<file path="src/amc_regs.svh">
// Register offsets, field positions, reset values and counts for the mode controller
`ifndef AMC_REGS_SVH
`define AMC_REGS_SVH
// Register byte offsets
`define AMC_ADDR_MODE 8'h00
`define AMC_ADDR_DITHER 8'h04
`define AMC_ADDR_SWING 8'h08
`define AMC_ADDR_CSE 8'h0c
`define AMC_ADDR_SYNC 8'h10
`define AMC_ADDR_STATUS 8'h14
`define AMC_ADDR_RATE 8'h18
// Mode register fields
`define AMC_MODE_INTLV 0
`define AMC_MODE_SWAP 1
`define AMC_MODE_ISEL 2
`define AMC_MODE_DEMUX 3
`define AMC_MODE_ALIGN 4
`define AMC_MODE_LVDS_EN 5
// Dither register fields
`define AMC_DITH_ON 0
`define AMC_DITH_BOOST 1
`define AMC_DITH_ROUND 2
// Reset values
`define AMC_MODE_RST 6'h00
`define AMC_DITH_RST 3'h1
`define AMC_SWING_RST 2'h0
`define AMC_CSE_RST 8'hff
`define AMC_SYNC_RST 2'h0
// Codes
`define AMC_SWING_LOW 2'h1
`define AMC_SWING_HIZ 2'h3
`define AMC_SYNC_LSB 2'h2
`define AMC_FRAME_LAST 3'h7
// Bus geometry
`define AMC_PAIRS_TWO 6'h18
`define AMC_PAIRS_FOUR 6'h30
// Sample rate limits in MSPS
`define AMC_RATE_INTLV_MIN 16'h03e8
`define AMC_RATE_INTLV2_MAX 16'h09c4
`define AMC_RATE_INTLV4_MAX 16'h1388
`define AMC_RATE_DUAL_MIN 16'h01f4
`define AMC_RATE_DUAL2_MAX 16'h05dc
`define AMC_RATE_DUAL4_MAX 16'h09c4
`endif

</file>
<file path="src/amc_pkg.sv">
// Types shared by the mode controller and its users
package amc_pkg;
	typedef struct packed {
		logic lvds_en;
		logic align;
		logic demux;
		logic isel;
		logic swap;
		logic intlv;
	} amc_mode_type;
	typedef struct packed {
		logic round;
		logic boost;
		logic on;
	} amc_dither_type;
	typedef struct packed {
		logic [11:0] data;
		logic strobe;
		logic dclk;
	} amc_lane_type;
endpackage

</file>
<file path="src/amc_mode_ctrl.sv">
// Output mode control for a dual-channel converter with four parallel DDR buses
//
// Local design decisions: the plain strobed port and the register addresses.
`include "amc_regs.svh"

module amc_mode_ctrl (
	// Clock and reset
	input wire logic core_clk_i,
	input wire logic rst_i,
	// Register port
	input wire logic [7:0] reg_addr_i,
	input wire logic [31:0] reg_wdata_i,
	input wire logic reg_wr_i,
	input wire logic reg_rd_i,
	output logic [31:0] reg_rdata_o,
	// Sampling clock pin and converter words
	input wire logic sample_clk_i,
	input wire logic [11:0] conv_a_i,
	input wire logic [11:0] conv_b_i,
	// Analog and driver controls
	output logic interleave_o,
	output logic chan_a_src_o,
	output logic chan_b_src_o,
	output logic trim_sel_o,
	output logic dither_on_o,
	output logic dither_boost_o,
	output logic dither_rounding_choice_o,
	output logic swing_low_o,
	output logic swing_highz_o,
	// Output buses A to D
	output amc_pkg::amc_lane_type [3:0] bus_o
);

	amc_pkg::amc_mode_type m;
	amc_pkg::amc_dither_type dith;
	logic [1:0] swing;
	logic [7:0] clock_strobe_enable_reg;
	logic [1:0] sync_pattern_select;
	logic clk_meta, clk_sync, clk_last;
	logic rise, fall, evt, last;
	logic [1:0] ph, ph_last;
	logic [11:0] word_now;
	logic [3:0] wm, upd, act, stb_act, dclk_act;
	logic [11:0] wv [4];
	logic [11:0] pend [4];
	logic [11:0] data_q [4];
	logic [2:0] fc [4];
	logic [3:0] stb_q, dclk_q;
	logic [2:0] n_bus, n_stb, n_dclk;
	logic [5:0] n_pairs;
	logic [15:0] rate_min, rate_max;
	logic [31:0] next_rdata;

	// Register writes; reads have no side effects
	always_ff @(posedge core_clk_i)
	begin
		if (rst_i)
		begin
			m <= `AMC_MODE_RST;
			dith <= `AMC_DITH_RST;
			swing <= `AMC_SWING_RST;
			clock_strobe_enable_reg <= `AMC_CSE_RST;
			sync_pattern_select <= `AMC_SYNC_RST;
		end
		else if (reg_wr_i)
		begin
			if (reg_addr_i == `AMC_ADDR_MODE)
				m <= reg_wdata_i[5:0];
			else if (reg_addr_i == `AMC_ADDR_DITHER)
				dith <= reg_wdata_i[2:0];
			else if (reg_addr_i == `AMC_ADDR_SWING)
				swing <= reg_wdata_i[1:0];
			else if (reg_addr_i == `AMC_ADDR_CSE)
				clock_strobe_enable_reg <= reg_wdata_i[7:0];
			else if (reg_addr_i == `AMC_ADDR_SYNC)
				sync_pattern_select <= reg_wdata_i[1:0];
		end
	end

	// Read mux; unmapped offsets answer zero
	always_comb
	begin
		next_rdata = 32'h0;
		if (reg_addr_i == `AMC_ADDR_MODE)
			next_rdata = {26'h0, m};
		else if (reg_addr_i == `AMC_ADDR_DITHER)
			next_rdata = {29'h0, dith};
		else if (reg_addr_i == `AMC_ADDR_SWING)
			next_rdata = {30'h0, swing};
		else if (reg_addr_i == `AMC_ADDR_CSE)
			next_rdata = {24'h0, clock_strobe_enable_reg};
		else if (reg_addr_i == `AMC_ADDR_SYNC)
			next_rdata = {30'h0, sync_pattern_select};
		else if (reg_addr_i == `AMC_ADDR_STATUS)
			next_rdata = {10'h0, n_pairs, 5'h0, n_dclk, 1'b0, n_stb, 1'b0, n_bus};
		else if (reg_addr_i == `AMC_ADDR_RATE)
			next_rdata = {rate_max, rate_min};
	end

	// Read data stands only in the cycle after the strobe
	always_ff @(posedge core_clk_i)
	begin
		if (rst_i)
			reg_rdata_o <= 32'h0;
		else if (reg_rd_i)
			reg_rdata_o <= next_rdata;
		else
			reg_rdata_o <= 32'h0;
	end

	// Geometry of the chosen mode
	always_comb
	begin
		n_bus = m.demux ? 3'h4 : 3'h2;
		n_pairs = m.demux ? `AMC_PAIRS_FOUR : `AMC_PAIRS_TWO;
		n_stb = 3'($countones(stb_act));
		n_dclk = 3'($countones(dclk_act));
		if (m.intlv)
		begin
			rate_min = `AMC_RATE_INTLV_MIN;
			rate_max = m.demux ? `AMC_RATE_INTLV4_MAX : `AMC_RATE_INTLV2_MAX;
		end
		else
		begin
			rate_min = `AMC_RATE_DUAL_MIN;
			rate_max = m.demux ? `AMC_RATE_DUAL4_MAX : `AMC_RATE_DUAL2_MAX;
		end
	end

	// Analog side controls; swap only matters with two channels
	always_ff @(posedge core_clk_i)
	begin
		if (rst_i)
		begin
			interleave_o <= 1'b0;
			chan_a_src_o <= 1'b0;
			chan_b_src_o <= 1'b1;
			trim_sel_o <= 1'b0;
		end
		else
		begin
			interleave_o <= m.intlv;
			chan_a_src_o <= m.intlv ? m.isel : m.swap;
			chan_b_src_o <= m.intlv ? m.isel : ~m.swap;
			trim_sel_o <= m.intlv & m.isel;
		end
	end

	// Dither and driver settings
	always_ff @(posedge core_clk_i)
	begin
		if (rst_i)
		begin
			dither_on_o <= 1'b1;
			dither_boost_o <= 1'b0;
			dither_rounding_choice_o <= 1'b0;
			swing_low_o <= 1'b0;
			swing_highz_o <= 1'b0;
		end
		else
		begin
			dither_on_o <= dith.on;
			dither_boost_o <= dith.boost;
			dither_rounding_choice_o <= dith.round;
			swing_low_o <= swing == `AMC_SWING_LOW;
			swing_highz_o <= swing == `AMC_SWING_HIZ;
		end
	end

	// Two-stage synchroniser on the sampling clock, then edge history
	always_ff @(posedge core_clk_i)
	begin
		if (rst_i)
		begin
			clk_meta <= 1'b0;
			clk_sync <= 1'b0;
			clk_last <= 1'b0;
		end
		else
		begin
			clk_meta <= sample_clk_i;
			clk_sync <= clk_meta;
			clk_last <= clk_sync;
		end
	end

	// Sampling instants: rising only, or both edges when interleaved
	assign rise = clk_sync & ~clk_last;
	assign fall = ~clk_sync & clk_last;
	assign evt = m.lvds_en & (rise | (m.intlv & fall));
	assign word_now = rise ? conv_a_i : conv_b_i;
	assign ph_last = m.intlv ? (m.demux ? 2'h3 : 2'h1) : (m.demux ? 2'h1 : 2'h0);
	assign last = ph == ph_last;

	// Position within a group of sampling instants
	always_ff @(posedge core_clk_i)
	begin
		if (rst_i || !m.lvds_en)
			ph <= 2'h0;
		else if (evt)
			ph <= last ? 2'h0 : ph + 2'h1;
	end

	// Which bus takes the current sample
	always_comb
	begin
		wm = 4'h0;
		if (m.intlv)
			wm[m.demux ? ph : {1'b0, ph[0]}] = evt;
		else if (m.demux && ph[0])
			wm = {evt, evt, 2'b00};
		else
			wm = {2'b00, evt, evt};
	end

	// Per-bus data path, framing and output stage
	genvar b;
	generate
		for (b = 0; b < 4; b++)
		begin : g_bus
			// Even buses carry channel A words in two-channel mode
			assign wv[b] = m.intlv ? word_now : ((b % 2 == 1) ? conv_b_i : conv_a_i);
			assign act[b] = m.lvds_en & (b < 2 || m.demux);
			assign upd[b] = act[b] & (m.align ? (evt & last) : wm[b]);
			assign stb_act[b] = act[b] & (!m.demux || clock_strobe_enable_reg[b])
				& (sync_pattern_select != `AMC_SYNC_LSB);
			assign dclk_act[b] = act[b] & (!m.demux || clock_strobe_enable_reg[4 + b]);

			// Aligned mode parks words until the group is complete
			always_ff @(posedge core_clk_i)
			begin
				if (rst_i)
					pend[b] <= 12'h0;
				else if (wm[b])
					pend[b] <= wv[b];
			end

			// Word, frame count, strobe and clock move on the same edge
			always_ff @(posedge core_clk_i)
			begin
				if (rst_i || !m.lvds_en)
				begin
					data_q[b] <= 12'h0;
					fc[b] <= 3'h0;
					stb_q[b] <= 1'b0;
					dclk_q[b] <= 1'b0;
				end
				else if (upd[b])
				begin
					data_q[b] <= wm[b] ? wv[b] : pend[b];
					fc[b] <= fc[b] + 3'h1;
					stb_q[b] <= fc[b] == `AMC_FRAME_LAST;
					dclk_q[b] <= ~dclk_q[b];
				end
			end

			// Gating in a final register keeps every pin glitch free
			always_ff @(posedge core_clk_i)
			begin
				if (rst_i)
					bus_o[b] <= '0;
				else
				begin
					bus_o[b].data[11:1] <= act[b] ? data_q[b][11:1] : 11'h0;
					if (sync_pattern_select == `AMC_SYNC_LSB)
						bus_o[b].data[0] <= act[b] & stb_q[b];
					else
						bus_o[b].data[0] <= act[b] & data_q[b][0];
					bus_o[b].strobe <= stb_act[b] & stb_q[b];
					bus_o[b].dclk <= dclk_act[b] & dclk_q[b];
				end
			end
		end
	endgenerate
endmodule // amc_mode_ctrl

</file>
<file path="config.mk">
export PLATFORM = sky130hd
export DESIGN_NAME = amc_mode_ctrl
export DESIGN_NICKNAME = d
export VERILOG_FILES = /design/src/amc_pkg.sv /design/src/amc_mode_ctrl.sv
export VERILOG_INCLUDE_DIRS = /design/src
export SDC_FILE = /design/constraint.sdc
export NUM_CORES = 1
export LEC_CHECK = 0
export ABC_CLOCK_PERIOD_IN_PS = 4500
export BUFFER_PORTS_ARGS = -buffer_cell sky130_fd_sc_hd__buf_2
export CAP_MARGIN = 20
export CELL_PAD_IN_SITES_DETAIL_PLACEMENT = 1
export CELL_PAD_IN_SITES_GLOBAL_PLACEMENT = 1
export CORE_MARGIN = 2
export CORE_UTILIZATION = 47
export DETAILED_ROUTE_END_ITERATION = 8
export PLACE_DENSITY = 0.92
export SETUP_SLACK_MARGIN = 0.5
export SLEW_MARGIN = 10
export SYNTH_ARGS = -nofsm -noshare
export SYNTH_HDL_FRONTEND = slang
export SYNTH_SLANG_ARGS = --single-unit
</file>
<file path="constraint.sdc">
create_clock -name core_clk_i -period 4.5 [get_ports core_clk_i]
set_input_delay 0.9 -clock core_clk_i [delete_from_list [all_inputs] [get_ports core_clk_i]]
set_output_delay 0.9 -clock core_clk_i [all_outputs]
set_load 0.1 [all_outputs]
</file>
Word level (Yosys, flattened, before mapping)
Memories as Yosys holds them, arrays and structs flattened.
Index checks and enable logic that the tools add are counted.

operators by class
  add/subtract/negate cells = 11
  order comparisons = 2
  equal/unequal tests = 15
  multiplexer cells = 79
  bitwise logic cells = 68
  reduce and logical (&&, ||, !) cells = 25

operators with widths
  kind                 number
  $mux 12              16
  $mux 22              2
  $mux 1               40
  $and 1x1->1          39
  $mux 13              2
  $eq 8x5->1 const B   3
  $mux 6               4
  $eq 8x4->1 const B   2
  $mux 8               2
  $mux 3               5
  $not 1->1            15
  $or 1x1->1           13
  $add 3x1->3 const B  4
  $eq 3x3->1 const B   4
  $mux 10              1
  $logic_or 1x1->1     9
  $reduce_or 9->1      1
  $add 1x1->2          4
  $eq 8x3->1 const B   1
  $logic_not 8->1      1
  $mux 2               4
  $mux 4               2
  $reduce_or 7->1      1
  $add 2x2->3          2
  18 further kinds     23

word-level totals
  flip-flop bits (word level) = 128
  RAM bits = 108
  bits of input ports = 69
  output and inout port bits = 97
  logic and storage cells = 256
  memories kept = 3

memories
  memory  depth  bits a word  read ports  clocked after memory_dff  wr ports  RTL line             text
  data_q  4      12           4           0                         4         amc_mode_ctrl.sv:46  logic [11:0] data_q [4];
  pend    4      12           4           0                         4         amc_mode_ctrl.sv:45  logic [11:0] pend [4];
  fc      4      3            4           0                         4         amc_mode_ctrl.sv:47  logic [2:0] fc [4];

Depth between registers and ports, before layout
Gate-level depths: netlist of run 1.

  depth in word-level cells = 13
  mapped depth = 10
  gate-level depth less buffers = 10

Worst setup path after synthesis of run 1
No wires, ideal clock.

  path type = register to register
  start point = register m[3] in the netlist's numbering
  end point = register reg_rdata_o[5]
  library setup time = 0.136 ns
  arrival = 2.253 ns
  data required time = 4.364 ns
  path slack = 2.111 ns
  cell stages (with the launch flop) = 11
  path buffers = 2
  clock period less this slack = 2.389 ns
  path through = dfxtp_1 > buf_2 > clkbuf_1 > a21oi_1 > fa_1 > ha_1 > ha_1 > nand2_1 > mux2i_1 > a32oi_1 > o32ai_1

on the way
  cells in the longest elaborated chain, start to end = 12
  elaborated cells on any way between the ends = 23
  classes of those cells = add/sub (3); mux (6); bitwise (9); reduce/logical (5)

ends and longest elaborated chain
  what                                   RTL line              text
  from (decl)                            amc_mode_ctrl.sv:34   amc_pkg::amc_mode_type m;
  from (signal assigned)                 amc_mode_ctrl.sv:59   m <= `AMC_MODE_RST;
  from (signal assigned)                 amc_mode_ctrl.sv:68   m <= reg_wdata_i[5:0];
  $logic_not 1->1                        amc_mode_ctrl.sv:225  assign stb_act[b] = act[b] & (!m.demux || clock_strobe_enable_reg[b])
  $logic_or 1x1->1                       amc_mode_ctrl.sv:225
  $and 1x1->1 (2 in series)              amc_mode_ctrl.sv:225
  $add 1x1->2 (not written as such)      amc_mode_ctrl.sv:116  n_stb = 3'($countones(stb_act));
  $add 2x2->3 (not written as such) (*)  amc_mode_ctrl.sv:116
  $mux 22 (*)                            amc_mode_ctrl.sv:94   else if (reg_addr_i == `AMC_ADDR_STATUS)
  $mux 8 (*)                             amc_mode_ctrl.sv:92   else if (reg_addr_i == `AMC_ADDR_SYNC)
  $mux 8 (*)                             amc_mode_ctrl.sv:90   else if (reg_addr_i == `AMC_ADDR_CSE)
  $mux 6 (*)                             amc_mode_ctrl.sv:88   else if (reg_addr_i == `AMC_ADDR_SWING)
  $mux 6 (*)                             amc_mode_ctrl.sv:86   else if (reg_addr_i == `AMC_ADDR_DITHER)
  $mux 6 (*)                             amc_mode_ctrl.sv:84   if (reg_addr_i == `AMC_ADDR_MODE)
  to (signal assigned)                   amc_mode_ctrl.sv:106  reg_rdata_o <= next_rdata;
  to (decl)                              amc_mode_ctrl.sv:15   output logic [31:0] reg_rdata_o,

Mark *: on every way between the ends. The rest lies on a longest branch, timed or not.
A chain may end at the register's enable or synchronous reset.

==> results of run 1 <==
-- cell families after synthesis --
kind of cell | synth area share [%]
other cells | 0.04053
flops | 60.59
mux | 5.261
fa+ha+maj | 2.461
xor+xnor | 0.3788
simple gates | 16.13
buf+inv | 4.801
compound gates | 10.33
-- layout by cell type (no fill, tap or decap), types with 10 or more instances in the layout --
cell,netlist,final
or2_2,11,11
clkbuf_16,0,26
conb_1,1,10
inv_1,28,28
mux2i_1,40,40
nand2_1,37,37
ha_1,15,15
and2_1,56,56
a211oi_1,50,50
nand2b_1,10,10
nor2_1,134,133
a211o_1,10,10
a21oi_1,25,25
edfxtp_1,108,108
dfxtp_1,118,118
buf_2,15,131
and3_1,10,10
-- report_power, final --
part	leakage, nW	total [W]	switching [W]	internal [W]
combinational	2.25	0.000145	0.000111	0.0000340
sequential	2.19	0.00216	0.00000720	0.00216
clock	0.413	0.00205	0.000812	0.00123
-- routing by layer --
layer / vias up / global-route usage (%)
li1: 3021 / -
met1: 3285 / 29.60
met2: 201 / 43.95
met3: 68 / 3.940
met4: 0 / 8.482
met5: - / 0
-- worst max-delay path, stage by stage (launching register included) --
cell and delay, ns:
dfxtp_1 1.00, inv_1 0.32, ha_1 0.38, xnor2_1 0.23, o22ai_2 0.28, o211a_1 0.29
nand2b_1 0.61
-- cells in the mapped netlist (11+ instances only) --
master	count	area share, %
buf_2	15	0.81
edfxtp_1	108	35
ha_1	15	2.0
dfxtp_1	118	26
mux2i_1	40	4.3
clkbuf_1	20	0.81
inv_1	28	1.1
and2_1	56	3.8
nor2_1	134	5.4
or2_2	11	0.74
a21oi_1	25	1.4
buf_4	16	1.3
a211oi_1	50	4.1
nand2_1	37	1.5
-- per-stage QoR --
step / setup slack, ns / instance area (sq um) / std cells / utilization, %
after detailed placement: 1.065 / 10000 / 1153 / 51.57
after floorplan: 2.111 / 9285 / 807 / -
final: 1.008 / 10830 / 1197 / 55.85
after global placement: 1.207 / 10000 / 1153 / 51.57
after CTS: 1.006 / 10830 / 1197 / 55.85
after global routing: 0.8351 / 10830 / 1197 / 55.85
-- cell type report --
class                      instances  share of cell area (%)
sequential                       226                   51.74
multi-input combinational        494                   29.89
timing repair buffer             140                   6.675
clock buffer                      33                   6.617
tap                              265                   3.060
clock inverter                    11                   1.051
inverter                          28                  0.9701
-- worst paths after layout --
| kind | slack, ns | cells after the start | to | startpoint |
|---|---|---|---|---|
| max reg2reg | 1.01 | 6 | data_q[0][14] | m[0] |
| max | 1.01 | 6 | data_q[0][14] | m[0] |
| min | 0.44 | 1 | bus_o[39] | data_q[1][9] |
| min reg2reg | 0.44 | 1 | bus_o[39] | data_q[1][9] |
==> results.sh, run 1 <==
export IMPL_crit_path_max_fanout=21
export IMPL_synth_seq_area_share_pct=60.59
export IMPL_tritoncts="yes"
export IMPL_cts_root_buffer="clkbuf_16"
export IMPL_hold_violations=0
export IMPL_vias=6575
export IMPL_wl_um=25140
export IMPL_gp_congestion=0.8533
export IMPL_dieArea_sq_um=20820
export IMPL_leakage_nw=4.854
export IMPL_cp_arrival_ns=3.64
export IMPL_p_per_area_nw_per_um2=401.9
export IMPL_clock_latency_ns=0.52
export IMPL_wl_met1_um=10070
export IMPL_holdBufCountCts=0
export IMPL_avgViaCountPerCell=5.493
export IMPL_die_h_um=144.3
export IMPL_syn_to_final_growth_pct=17.11
export IMPL_seqCellArea_sq_um=5605
export IMPL_grt_pass1_vias=6885
export IMPL_cts_buffers=24
export IMPL_ys_flop_type="dfxtp_1"
export IMPL_htree_levels=1
export IMPL_dp_hpwl_um=16880
export IMPL_path_clk_slew_ns=0.06
export IMPL_worstSetupPathType="register to register"
export IMPL_synth_warnings=0
export IMPL_antenna_found_initial=0
export IMPL_routed_wl_met3_um=1059
export IMPL_synthArstFlopShare_pct=0
export IMPL_routed_top_layer="met4"
export IMPL_synth_cell_types=64
export IMPL_maxSlewHeadroom_pct=30.42
export IMPL_wl_met2_um=13180
export IMPL_timing_setup_tns_ns=0
export IMPL_start_util_pct=47.69
export IMPL_drive_gt1_share_pct=22.64
export IMPL_antenna_cells=0
export IMPL_postCtsSetupRepairBufs=0
export IMPL_port_buffers=131
export IMPL_row_count=51
export IMPL_hold_ws_ns=0.4418
export IMPL_n_fill_cell=2079
export IMPL_tightest_slew_ns=1.044
export IMPL_reg_top3="bus_o (56), data_q (48), pend (48)"
export IMPL_drv_cap=0
export IMPL_design_portCount=166
export IMPL_endpoint_kind="register"
export IMPL_slew_violations=0
export IMPL_post_route_period_util_pct=77.60
export IMPL_gr_usage_all_layers_pct=24.38
export IMPL_synth_cells=798
export IMPL_cts_sinks=226
export IMPL_multi_input_area_sq_um=3238
export IMPL_period_needed_ns=3.492
export IMPL_post_cts_resized=0
export IMPL_grt_overflow=0
export IMPL_hp_class="register to register"
export IMPL_clock_skew_ns=0.01585
export IMPL_largest_reg_flops=56
export IMPL_ir_drop_v=0.0002567
export IMPL_drtIter0Drc=394
export IMPL_fin_nets=1000
export IMPL_drc=0
export IMPL_first_pass_iters=4
export IMPL_max_clock_path_buffers=3
export IMPL_fmax_ghz=0.2864
export IMPL_synth_seq_cells=226
export IMPL_grt_setup_unrepaired="false"
export IMPL_drtAntennaViolNets=0
export IMPL_status="completed"
export IMPL_grt_pass1_wl_um=38700
export IMPL_syn_cell_area_sq_um=9251
export IMPL_p_total_w=0.004354
export IMPL_core_area_sq_um=19400
export IMPL_crit_required_ns=4.64
export IMPL_top_register="bus_o"
export IMPL_die_w_um=144.3
export IMPL_grt_max_degree=38
export IMPL_synth_avg_cell_area_sq_um=11.59
export IMPL_crit_path_start_kind="register"
export IMPL_finalSetupViolCount=0
export IMPL_routedWlPerCell_um=21.00
export IMPL_synth_edf_count=108
No activity file was read; power rests on OpenSTA's default activity.
==> run 2: changes to the inputs <==
--- a/config.mk
+++ b/config.mk
@@ -6,15 +6,15 @@
 export SDC_FILE = /design/constraint.sdc
 export NUM_CORES = 1
 export LEC_CHECK = 0
-export ABC_CLOCK_PERIOD_IN_PS = 4500
+export ABC_CLOCK_PERIOD_IN_PS = 3600
 export BUFFER_PORTS_ARGS = -buffer_cell sky130_fd_sc_hd__buf_2
 export CAP_MARGIN = 20
 export CELL_PAD_IN_SITES_DETAIL_PLACEMENT = 1
 export CELL_PAD_IN_SITES_GLOBAL_PLACEMENT = 1
 export CORE_MARGIN = 2
-export CORE_UTILIZATION = 47
+export CORE_UTILIZATION = 44
 export DETAILED_ROUTE_END_ITERATION = 8
-export PLACE_DENSITY = 0.92
+export PLACE_DENSITY = 0.87
 export SETUP_SLACK_MARGIN = 0.5
 export SLEW_MARGIN = 10
 export SYNTH_ARGS = -nofsm -noshare
==> constraint.sdc (replaced) <==
create_clock -name core_clk_i -period 3.6 [get_ports core_clk_i]
set_input_delay 0.72 -clock core_clk_i [delete_from_list [all_inputs] [get_ports core_clk_i]]
set_output_delay 0.72 -clock core_clk_i [all_outputs]
set_load 0.1 [all_outputs]
==> run 2 against run 1 <==
  * Die area up 6.6%
  * Highest routed layer is now met5
  * Final cell count up 1.6%
  * Clock power up 18%
  * Clock skew up 0.0020 ns
  * Register-to-register slack worse by 0.28 ns
  * Total power up 22%
  * Combinational power up 25%
==> results.sh, run 2 (synthesis results as in run 1) <==
export IMPL_die_h_um=149
export IMPL_clock_skew_ns=0.01786
export IMPL_reg2reg_setup_slack_ns=0.73
export IMPL_gr_usage_all_layers_pct=21.63
export IMPL_p_total_w=0.005308
export IMPL_critical_path_max_stage_delay_ns=0.66
export IMPL_cts_root_buffer="clkbuf_16"
export IMPL_post_route_period_util_pct=79.83
export IMPL_grt_max_degree=37
export IMPL_cts_sinks=226
export IMPL_fin_nets=1009
export IMPL_path_delay_family="simple AND/OR/NAND/NOR gates"
export IMPL_vias=6476
export IMPL_routedWlPerCell_um=19.57
export IMPL_grt_setup_unrepaired="false"
export IMPL_p_per_area_nw_per_um2=488.2
export IMPL_start_util_pct=44.43
export IMPL_endpoint_kind="register"
export IMPL_crit_path_max_fanout=18
export IMPL_design_portCount=166
export IMPL_fmax_ghz=0.3480
export IMPL_die_w_um=149
export IMPL_row_count=53
export IMPL_grt_pass1_wl_um=37560
export IMPL_avgViaCountPerCell=5.326
export IMPL_timing_rr_start="act[0]"
export IMPL_crit_required_ns=3.89
export IMPL_finalSetupViolCount=0
export IMPL_antenna_found_initial=1
export IMPL_htree_levels=1
export IMPL_path_clk_slew_ns=0.06
export IMPL_grt_overflow=0
export IMPL_wl_um=23800
export IMPL_timing_setup_tns_ns=0
export IMPL_drtIter0Drc=422
export IMPL_syn_to_final_growth_pct=17.53
export IMPL_ir_drop_v=0.0002724
export IMPL_drtAntennaViolNets=0
export IMPL_min_delay_start="sample_clk_i"
export IMPL_dieArea_sq_um=22200
export IMPL_drc=0
export IMPL_core_area_sq_um=20820
export IMPL_hp_class="input pin to register"
export IMPL_crit_path_start_kind="register"
export IMPL_cp_arrival_ns=3.16
export IMPL_r2r_end="data_q[1][23]"
export IMPL_post_place_ws_ns=0.6690
export IMPL_worstSetupPathType="register to register"
export IMPL_setup_slack_ns=0.7260
export IMPL_largest_reg_flops=56
export IMPL_drive_gt1_share_pct=23.27
export IMPL_grt_pass1_vias=6841
export IMPL_final_cell_mix="133 x nor2_1, 131 x buf_2, 117 x dfxtp_1"
export IMPL_crit_chain="nand3b_2 -> nand2_1 -> nand4_2 -> a211oi_1"
export IMPL_port_buffers=131
export IMPL_status="completed"
export IMPL_reg_top3="bus_o (56), data_q (48), pend (48)"
export IMPL_slew_violations=0
export IMPL_hold_end="clk_meta"
export IMPL_mostFrequentLayoutCell="nor2_1"
export IMPL_holdBufCountCts=0
export IMPL_dp_hpwl_um=16610
export IMPL_cts_buffers=24
export IMPL_slowest_stage="dfxtp_1"
export IMPL_tritoncts="yes"
export IMPL_gp_congestion=0.8669
export IMPL_first_pass_iters=4
export IMPL_worst_path_buf_inv=0
export IMPL_tightest_slew_ns=0.8182
export IMPL_maxSlewHeadroom_pct=45.29
export IMPL_hold_ws_ns=0.4126
export IMPL_drv_cap=0
export IMPL_antenna_cells=0
export IMPL_period_needed_ns=2.874
export IMPL_rr_worst_depth=4
export IMPL_leakage_nw=4.875
export IMPL_top_register="bus_o"
export IMPL_holdPathStages=2
export IMPL_clock_latency_ns=0.52
export IMPL_max_clock_path_buffers=3
export IMPL_hold_violations=0
==> run 2: worst max path at each step <==
stage / start / to / slack, ns / cells after the start
CTS: m[0] / data_q[1][21] / 0.65 / 6
detailed placement: m[0] / data_q[1][2] / 0.67 / 6
floorplan: m[3] / reg_rdata_o[5] / 1.21 / 10
global route: act[0] / data_q[1][21] / 0.52 / 4
global placement: m[0] / data_q[1][0] / 0.74 / 6
finish: act[0] / data_q[1][23] / 0.73 / 4
==> run 2: where the power goes <==
group	leakage [nW]	total (W)	internal, W	switching (W)
clock	0.390	0.00242	0.00142	0.000998
combinational	2.30	0.000181	0.0000431	0.000138
sequential	2.19	0.00270	0.00270	0.00000843
==> run 2: per-layer routing <==
metal  track usage (%)  part of all wire [%]  vias up
li1                  -                     -     3031
met1             27.18                    41     3199
met2             37.81                    51      190
met3             3.333                   4.8       54
met4             7.952                   3.1        2
met5                 0                 0.055        -
==> run 2: area by class of cell <==
cell class	count	area, sq um
multi-input cells	494	3238
clock buffers	39	748.2
well taps	275	344.1
inverters	28	105.1
fillers	2259	9950
repair buffers	149	790.8
clock inverters	5	40.04
flip-flops and latches	226	5607
==> run 2: through the flow <==
step | std cells | utilization (%) | cell area, sq um
CTS | 1216 | 52.21 | 10870
detailed placement | 1172 | 48.43 | 10080
global route | 1216 | 52.22 | 10870
finish | 1216 | 52.22 | 10870
global placement | 1172 | 48.43 | 10080
floorplan | 807 | - | 9285
==> run 2: worst register-to-register path: stages (launching register included) <==
cell,delay (ns)
dfxtp_1,0.66
nand3b_2,0.33
nand2_1,0.61
nand4_2,0.57
a211oi_1,0.49
==> run 2: what timing repair did <==
item                                    4_1_cts  5_1_grt
gates resized for setup                       0        1
hold endpoints to repair                      0        0
endpoints found under the setup margin        0        8
buffers inserted                              0        0
